$ cat config.mk
export PLATFORM = sky130hd
export DESIGN_NAME = conv_mode_ctrl
export DESIGN_NICKNAME = d
export VERILOG_FILES = /design/src/hw/conv_mode_pkg.sv /design/src/hw/conv_mode_ctrl.sv
export SDC_FILE = /design/constraint.sdc
export NUM_CORES = 1
export LEC_CHECK = 0
export BUFFER_PORTS_ARGS = -buffer_cell sky130_fd_sc_hd__buf_2
export CAP_MARGIN = 20
export CORE_ASPECT_RATIO = 1.75
export CORE_MARGIN = 5
export CORE_UTILIZATION = 60
export CTS_BUF_LIST = sky130_fd_sc_hd__clkbuf_16
export DETAILED_ROUTE_END_ITERATION = 12
export HOLD_SLACK_MARGIN = 0.15
export PLACE_DENSITY = 0.91
export SYNTH_ARGS = -nofsm -noshare
export SYNTH_HDL_FRONTEND = slang
export SYNTH_SLANG_ARGS = --single-unit
export TNS_END_PERCENT = 10
$ cat constraint.sdc
create_clock -name core_clk -period 7 [get_ports core_clk]
set_clock_uncertainty 0.2 [all_clocks]
set_input_delay 0.35 -clock core_clk [delete_from_list [all_inputs] [get_ports core_clk]]
set_output_delay 0.35 -clock core_clk [all_outputs]
set_load 0.005 [all_outputs]
$ cat src/hw/conv_mode_pkg.sv
// Operation
// - In the default all-zero mode the block converts without pause and stores every result.
// - The ready output goes low whenever a finished result lands in the data register.
// - The host turns on continuous readout with a one in the continuous-read bit, after which clocking reads results.
// - With continuous readout on, results are shifted out on serial clock pulses with no read command; one arriving at a full buffer is dropped.
// - After reset or any reconfiguration the first result waits the full settling time, later ones follow at the update rate.
// - Single mode powers up, waits 1 ms for the oscillator, then runs one full-settling conversion.
// - At the end of a single conversion the result is stored, ready goes low and the block powers down by itself.
// - After a single conversion the result and the low ready level stay until the data is read or a new conversion starts.
// - Idle mode holds filter and modulator in reset while the modulator clock keeps running.
// - Power-down mode stops everything except the sensor power switch and the crystal oscillator.
package conv_mode_pkg;
    localparam int DATA_W = 24;
    localparam logic [2:0] MODE_CONT = 3'h0;
    localparam logic [2:0] MODE_SINGLE = 3'h1;
    localparam logic [2:0] MODE_IDLE = 3'h2;
    localparam logic [2:0] MODE_PDOWN = 3'h3;
    localparam logic [2:0] MODE_RESET = 3'h0;
    localparam int CLK_MHZ = 100;
    localparam int OSC_SETTLE_MS = 1;
    localparam int OSC_SETTLE_CYC = OSC_SETTLE_MS * 1000 * 1000 * CLK_MHZ / 1000;
    localparam int CONV_CYC_DEF = 20000;
    localparam int SETTLE_FACTOR = 2;
    localparam int MOD_DIV = 16;
    localparam int CNT_W = 24;

    typedef struct packed {
        logic [2:0] mode;
        logic mode_wr;
    } mode_cmd_t;

    typedef struct packed {
        logic [DATA_W-1:0] data;
    } result_t;
endpackage

$ cat src/hw/conv_mode_ctrl.sv
`timescale 1ns/10ps
`default_nettype none
module conv_mode_ctrl #(
    parameter int OSC_CYC = conv_mode_pkg::OSC_SETTLE_CYC,
    parameter int CONV_CYC = conv_mode_pkg::CONV_CYC_DEF
) (
    input wire logic core_clk,
    input wire logic sys_rst,
    input wire conv_mode_pkg::mode_cmd_t cmd,
    input wire logic continuous_read_enable,
    input wire logic read_cmd,
    input wire logic [conv_mode_pkg::DATA_W-1:0] sample_in,
    input wire logic sclk_pin,
    output logic dout,
    output logic ready_n,
    output logic [conv_mode_pkg::DATA_W-1:0] data_reg,
    output logic filter_rst,
    output logic mod_clk_en,
    output logic powered,
    output logic sensor_switch_on,
    output logic [2:0] mode_reg
);
    typedef enum logic [2:0] {ST_PDOWN, ST_OSC, ST_SETTLE, ST_RUN, ST_IDLE} state_t;
    localparam int SETTLE_CYC = CONV_CYC * conv_mode_pkg::SETTLE_FACTOR;
    localparam int DW = conv_mode_pkg::DATA_W;

    state_t state_reg, state_next;
    logic [conv_mode_pkg::CNT_W-1:0] cnt_reg;
    logic [3:0] div_reg;
    logic sclk_s1, sclk_s2, sclk_s3;
    // Two-entry result buffer
    logic [DW-1:0] buf_mem [2];
    logic wr_ptr, rd_ptr;
    logic [1:0] fill;
    logic [DW-1:0] shreg;
    logic [5:0] bits_left;
    logic armed_reg;

    wire mode_change = cmd.mode_wr && (cmd.mode != mode_reg);
    wire [2:0] new_mode = cmd.mode_wr ? cmd.mode : mode_reg;
    wire conv_done = (state_reg == ST_SETTLE || state_reg == ST_RUN)
        && cnt_reg == '0 && !mode_change;
    wire buf_in_ready = (fill != 2'd2);
    wire buf_in_valid = conv_done;
    wire buf_out_valid = (fill != 2'd0);
    wire sclk_fall = !sclk_s2 && sclk_s3;
    wire shifting = (bits_left != 6'd0);
    wire may_load = continuous_read_enable || armed_reg;
    wire buf_out_ready = !shifting && may_load;
    wire pop = buf_out_valid && buf_out_ready;
    wire push = buf_in_valid && buf_in_ready;
    wire [conv_mode_pkg::CNT_W-1:0] settle_load = conv_mode_pkg::CNT_W'(SETTLE_CYC - 1);
    wire [conv_mode_pkg::CNT_W-1:0] conv_load = conv_mode_pkg::CNT_W'(CONV_CYC - 1);
    wire [conv_mode_pkg::CNT_W-1:0] osc_load = conv_mode_pkg::CNT_W'(OSC_CYC - 1);

    function automatic state_t entry_state(input logic [2:0] m);
        case (m)
            conv_mode_pkg::MODE_CONT: entry_state = ST_SETTLE;
            conv_mode_pkg::MODE_SINGLE: entry_state = ST_OSC;
            conv_mode_pkg::MODE_IDLE: entry_state = ST_IDLE;
            default: entry_state = ST_PDOWN;
        endcase
    endfunction

    always_comb
    begin
        state_next = state_reg;
        if (mode_change)
            state_next = entry_state(cmd.mode);
        else
            unique case (state_reg)
                ST_PDOWN: state_next = ST_PDOWN;
                ST_IDLE: state_next = ST_IDLE;
                ST_OSC: if (cnt_reg == '0) state_next = ST_SETTLE;
                ST_SETTLE:
                    if (cnt_reg == '0)
                        state_next = (mode_reg == conv_mode_pkg::MODE_SINGLE) ? ST_PDOWN
                            : ST_RUN;
                ST_RUN: state_next = ST_RUN;
            endcase
    end

    always_ff @(posedge core_clk)
    begin
        if (sys_rst)
        begin
            state_reg <= ST_SETTLE;
            cnt_reg <= conv_mode_pkg::CNT_W'(SETTLE_CYC - 1);
            mode_reg <= conv_mode_pkg::MODE_RESET;
        end
        else
        begin
            state_reg <= state_next;
            mode_reg <= new_mode;
            if (state_next != state_reg || mode_change)
                // Settling only before the first result, update rate after it
                cnt_reg <= (state_next == ST_OSC) ? osc_load
                    : (state_next == ST_RUN) ? conv_load : settle_load;
            else if (state_reg == ST_RUN && cnt_reg == '0)
                cnt_reg <= conv_load;
            else if (cnt_reg != '0)
                cnt_reg <= cnt_reg - 1'b1;
        end
    end

    // Modulator clock enable keeps running in idle
    always_ff @(posedge core_clk)
    begin
        if (sys_rst)
        begin
            div_reg <= 4'h0;
            mod_clk_en <= 1'b0;
        end
        else
        begin
            div_reg <= div_reg + 1'b1;
            mod_clk_en <= (div_reg == 4'(conv_mode_pkg::MOD_DIV - 1))
                && state_reg != ST_PDOWN;
        end
    end

    always_ff @(posedge core_clk)
    begin
        if (sys_rst)
        begin
            filter_rst <= 1'b1;
            powered <= 1'b0;
            sensor_switch_on <= 1'b0;
        end
        else
        begin
            filter_rst <= state_next == ST_IDLE || state_next == ST_PDOWN
                || state_next == ST_OSC || mode_change;
            powered <= state_next != ST_PDOWN;
            sensor_switch_on <= 1'b1;
        end
    end

    // Latest result register and ready flag
    always_ff @(posedge core_clk)
    begin
        if (sys_rst)
        begin
            data_reg <= '0;
            ready_n <= 1'b1;
        end
        else
        begin
            if (conv_done)
                data_reg <= sample_in;
            if (conv_done)
                ready_n <= 1'b0;
            else if (pop || (state_reg == ST_OSC && cnt_reg == '0))
                ready_n <= 1'b1;
        end
    end

    always_ff @(posedge core_clk)
    begin
        if (sys_rst)
        begin
            sclk_s1 <= 1'b0;
            sclk_s2 <= 1'b0;
            sclk_s3 <= 1'b0;
        end
        else
        begin
            sclk_s1 <= sclk_pin;
            sclk_s2 <= sclk_s1;
            sclk_s3 <= sclk_s2;
        end
    end

    always_ff @(posedge core_clk)
    begin
        if (sys_rst)
        begin
            wr_ptr <= 1'b0;
            rd_ptr <= 1'b0;
            fill <= 2'd0;
        end
        else
        begin
            if (push)
            begin
                buf_mem[wr_ptr] <= sample_in;
                wr_ptr <= !wr_ptr;
            end
            if (pop)
                rd_ptr <= !rd_ptr;
            fill <= fill + {1'b0, push} - {1'b0, pop};
        end
    end

    // Serial shifter: MSB first, new bit after each falling edge
    always_ff @(posedge core_clk)
    begin
        if (sys_rst)
        begin
            shreg <= '0;
            bits_left <= 6'd0;
            armed_reg <= 1'b0;
            dout <= 1'b0;
        end
        else
        begin
            if (pop)
            begin
                shreg <= buf_mem[rd_ptr];
                bits_left <= 6'(DW);
                armed_reg <= 1'b0;
                dout <= buf_mem[rd_ptr][DW-1];
            end
            else
            begin
                if (read_cmd)
                    armed_reg <= 1'b1;
                if (shifting && sclk_fall)
                begin
                    shreg <= {shreg[DW-2:0], 1'b0};
                    bits_left <= bits_left - 1'b1;
                    dout <= shreg[DW-2];
                end
                else if (!shifting)
                    dout <= 1'b0;
            end
        end
    end

endmodule
`default_nettype wire

==> results by group <==
Place
  – DP HPWL: 8620 um
  – Port Buffers: 65
  – Placed Area: about 6400 sq um
  – Total placed cells including tap cells: between 700 and 800
  – Final Wtd Congestion: roughly 0.90

Hold path
  – Worst Hold Class: register to register
  – Hold Path End: div_reg[0]$_SDFF_PP0_
  – Hold depth: 1
  – Hold wc startpoint: div_reg[0]$_SDFF_PP0_

Route
  – Routed vias/inst: slightly above 6
  – DRT Wirelength: around 16,000 um
  – Post-DR wirelength/cell: about 19 um
  – Drt initial violations: 364
  – DR vias: 4,903
  – DRC viols: 0
  – Pre-Repair DR Iteration Count: 5
  – ANT nets after route: 0

Setup path
  – WP buf/inv: 3
  – Setup crit end kind: register
  – R2R Path Start: cnt_reg[0]$_SDFFE_PP1P_
  – Crit path required time: between 7 and 8 ns
  – Crit path max fanout: 26
  – CP Cell Sequence: inv_1 -> ha_1 -> or3b_2 -> or4_4 -> nor4_4 -> buf_4 -> o21ai_1 -> ha_1 -> inv_1 -> ha_1 -> xnor2_1 -> xnor2_1 -> nor2_1
  – Critical Path Source Type: register
  – Crit path max-delay family: simple AND/OR/NAND/NOR gates
  – Arrival @ worst endpoint: slightly below 4 ns
  – Critical path's slowest cell: or4_4
  – Setup CP Type: register to register
  – R2R setup slack: ~3.1 ns
  – R2R cell count: 13
  – Reg2reg end: fill[1]$_SDFF_PP0_
  – Most used cell, CP: ha_1
  – Slowest stage delay, CP: between 0.5 and 0.6 ns

Floorplan
  – Die height: between 100 and 150 um
  – Top Ports: 66
  – DIE WIDTH: 85.4 um
  – Die Area: roughly 12,000 sq um
  – Initial Util: 0.610
  – Core area: ~9800 sq um
  – Rows: 48

STA
  – Hold slack final: 0.254 ns
  – Rel. slew slack: 0.383
  – RSZ-0062 raised after global routing: no
  – Final Hold Viols: 0
  – Final setup viols: 0
  – Measured slew at the worst slew-check pin: approximately 0.92 ns
  – Final Max Tran Viols: 0
  – Final worst path period share: 0.553
  – Total Neg Setup Slack: 0 ns
  – Tmin final: approximately 3.9 ns
  – FMAX: approximately 260 MHz

Synthesis
  – Post-synth EDFFs: 48
  – Synth warnings: 0
  – Post-Synthesis Cells: 574
  – Syn avg cell area: approximately 10 sq um
  – Cell area after synthesis: 5970 sq um
  – Synth unique cells: 54
  – Post-Synthesis Net Count: between 600 and 700
  – Sequential area share after synthesis: 0.583
  – Primary FF master, synth: dfxtp_1
  – Seq cells post-synth: 150
  – Async SR Flop Fraction: 0

Finish
  – Final non-filler cell total: just over 800
  – Area Overhead vs Synth: 22.6%
  – Antenna diodes: 0
  – Layout Cell Area excl Fill: 7320 sq um
  – Final nets: around 710
  – Number of flip-flops in the largest register: 48
  – Fin util: 0.748
  – Share of layout cells above drive strength 1: 0.167

Clocking
  – Clock root buffer: clkbuf_16
  – Total CTS buffers: 17
  – Clk_lat worst skew: approximately 0.42 ns
  – Hold-fix buffers, CTS: 32
  – H-tree Lvls: 4
  – CTS clk-pin slew, worst paths: 0.06 ns
  – Clk buf depth: 2
  – Post-CTS Resized: 0
  – # Post-CTS Setup Buffers: 0
  – CTS tree: built
  – CTS sink count: 150

Power and ir drop
  – Peak supply drop: between 0.2 and 0.3 mV
  – Psw: 0.674 mW
  – Power Density: 319 nW/um^2
  – Sw frac: 0.289
  – Sequential share of power: 0.428
  – Clock group share of total power: 0.406
  – Pint: 1.66 mW
  – Logic pwr share: 0.166
  – Lkg Pwr: around 2.7 nW

Global routing
  – Initial antenna violation count: 0
  – Vias in the first global route: 5,180
  – First-pass GRT wire length: ~25,000 um
  – Largest net degree at the start of global routing: 79
  – GRT overflow: 0
  – Gr usage total: 0.267

Status
  – Status: completed

Job
  – MaxCap Viol Count: 0
-- metrics by stage --
stage,power (mW),setup WS (ns)
detailed placement,1.36,3.26
CTS,2.32,3.15
global route,2.42,2.92
floorplan,1.27,2.41
global placement,1.34,3.38
finish,2.33,3.13
-- power by group through the flow --
stage	registers [mW]	logic [mW]	clock network, mW
finish	0.999	0.388	0.947
global placement	1.01	0.326	0
floorplan	1.00	0.268	0
CTS	0.997	0.373	0.948
detailed placement	1.01	0.347	0
global route	1.00	0.423	0.995
-- synthesized netlist by cell type (4+ instances only) --
| library cell | number | area share |
|---|---|---|
| nand2b_1 | 7 | 0.0073 |
| xnor2_1 | 22 | 0.032 |
| nor2_1 | 92 | 0.058 |
| o21ai_0 | 12 | 0.010 |
| nor3b_1 | 4 | 0.0050 |
| edfxtp_1 | 48 | 0.24 |
| nor4_1 | 9 | 0.0094 |
| nand2_1 | 66 | 0.041 |
| mux2i_1 | 27 | 0.045 |
| clkbuf_1 | 21 | 0.013 |
| a221oi_1 | 22 | 0.032 |
| inv_1 | 7 | 0.0044 |
| a21oi_1 | 31 | 0.026 |
| xor2_1 | 14 | 0.021 |
| a211oi_1 | 4 | 0.0050 |
| nand3_1 | 4 | 0.0034 |
| nor3_1 | 14 | 0.012 |
| ha_1 | 5 | 0.010 |
| o31ai_1 | 5 | 0.0063 |
| nor2b_1 | 5 | 0.0052 |
| dfxtp_1 | 102 | 0.34 |
-- how the worst max path moves through the flow --
stage                              end               startpoint  cells past startpoint
2_1_floorplan  buf_mem[1][0]$_DFFE_PP_  cnt_reg[0]$_SDFFE_PP1P_                      7
6_report            fill[1]$_SDFF_PP0_  cnt_reg[0]$_SDFFE_PP1P_                     13
4_1_cts             fill[1]$_SDFF_PP0_  cnt_reg[0]$_SDFFE_PP1P_                     13
3_5_place_dp        fill[1]$_SDFF_PP0_  cnt_reg[0]$_SDFFE_PP1P_                     13
5_1_grt             fill[1]$_SDFF_PP0_  cnt_reg[0]$_SDFFE_PP1P_                     13
3_3_place_gp        fill[1]$_SDFF_PP0_  cnt_reg[0]$_SDFFE_PP1P_                     13
-- area by class of cell --
class,instances,area (sq um)
Sequential cell,150,3480
Fill cell,570,2470
Multi-Input combinational cell,385,2330
Timing Repair Buffer,105,709
Clock buffer,17,425
Clock inverter,15,181
Tap cell,125,156
Inverter,9,33.8
-- cell families (layout without fill, tap and decap cells) --
logic type / count (synthesis) / after routing / synth area share
AND/OR/NAND/NOR: 220 / 220 / 0.168
flip-flops: 150 / 150 / 0.583
AO/OA/AOI/OAI: 97 / 97 / 0.111
buffers and inverters: 39 / 146 / 0.0289
XOR/XNOR: 36 / 36 / 0.0528
multiplexers: 27 / 27 / 0.0453
adder cells (fa/ha/maj): 5 / 5 / 0.0105
-- cells in the final DEF, fill, tap and decap left out, drive strengths merged, types with 5 or more instances in the layout --
master / Yosys / final
a21oi: 31 / 31
a221oi: 22 / 22
buf: 8 / 73
clkbuf: 22 / 17
clkinv: 2 / 5
dfxtp: 102 / 102
dlygate4sd3: 0 / 32
edfxtp: 48 / 48
ha: 5 / 5
inv: 7 / 17
mux2i: 27 / 27
nand2: 66 / 66
nand2b: 7 / 7
nor2: 92 / 92
nor2b: 5 / 5
nor3: 14 / 14
nor4: 10 / 10
o21ai: 13 / 13
o31ai: 5 / 5
or4: 5 / 5
xnor2: 22 / 22
xor2: 14 / 14
-- layer usage --
layer  global-route usage  wire, um  vias up
met5                    0         0        -
met4                0.155       699        0
met3               0.0626       990       64
met2                0.475      8370      242
met1                0.282      5560     2362
li1                     -         -     2235
Power figures use the tool's default switching activity.
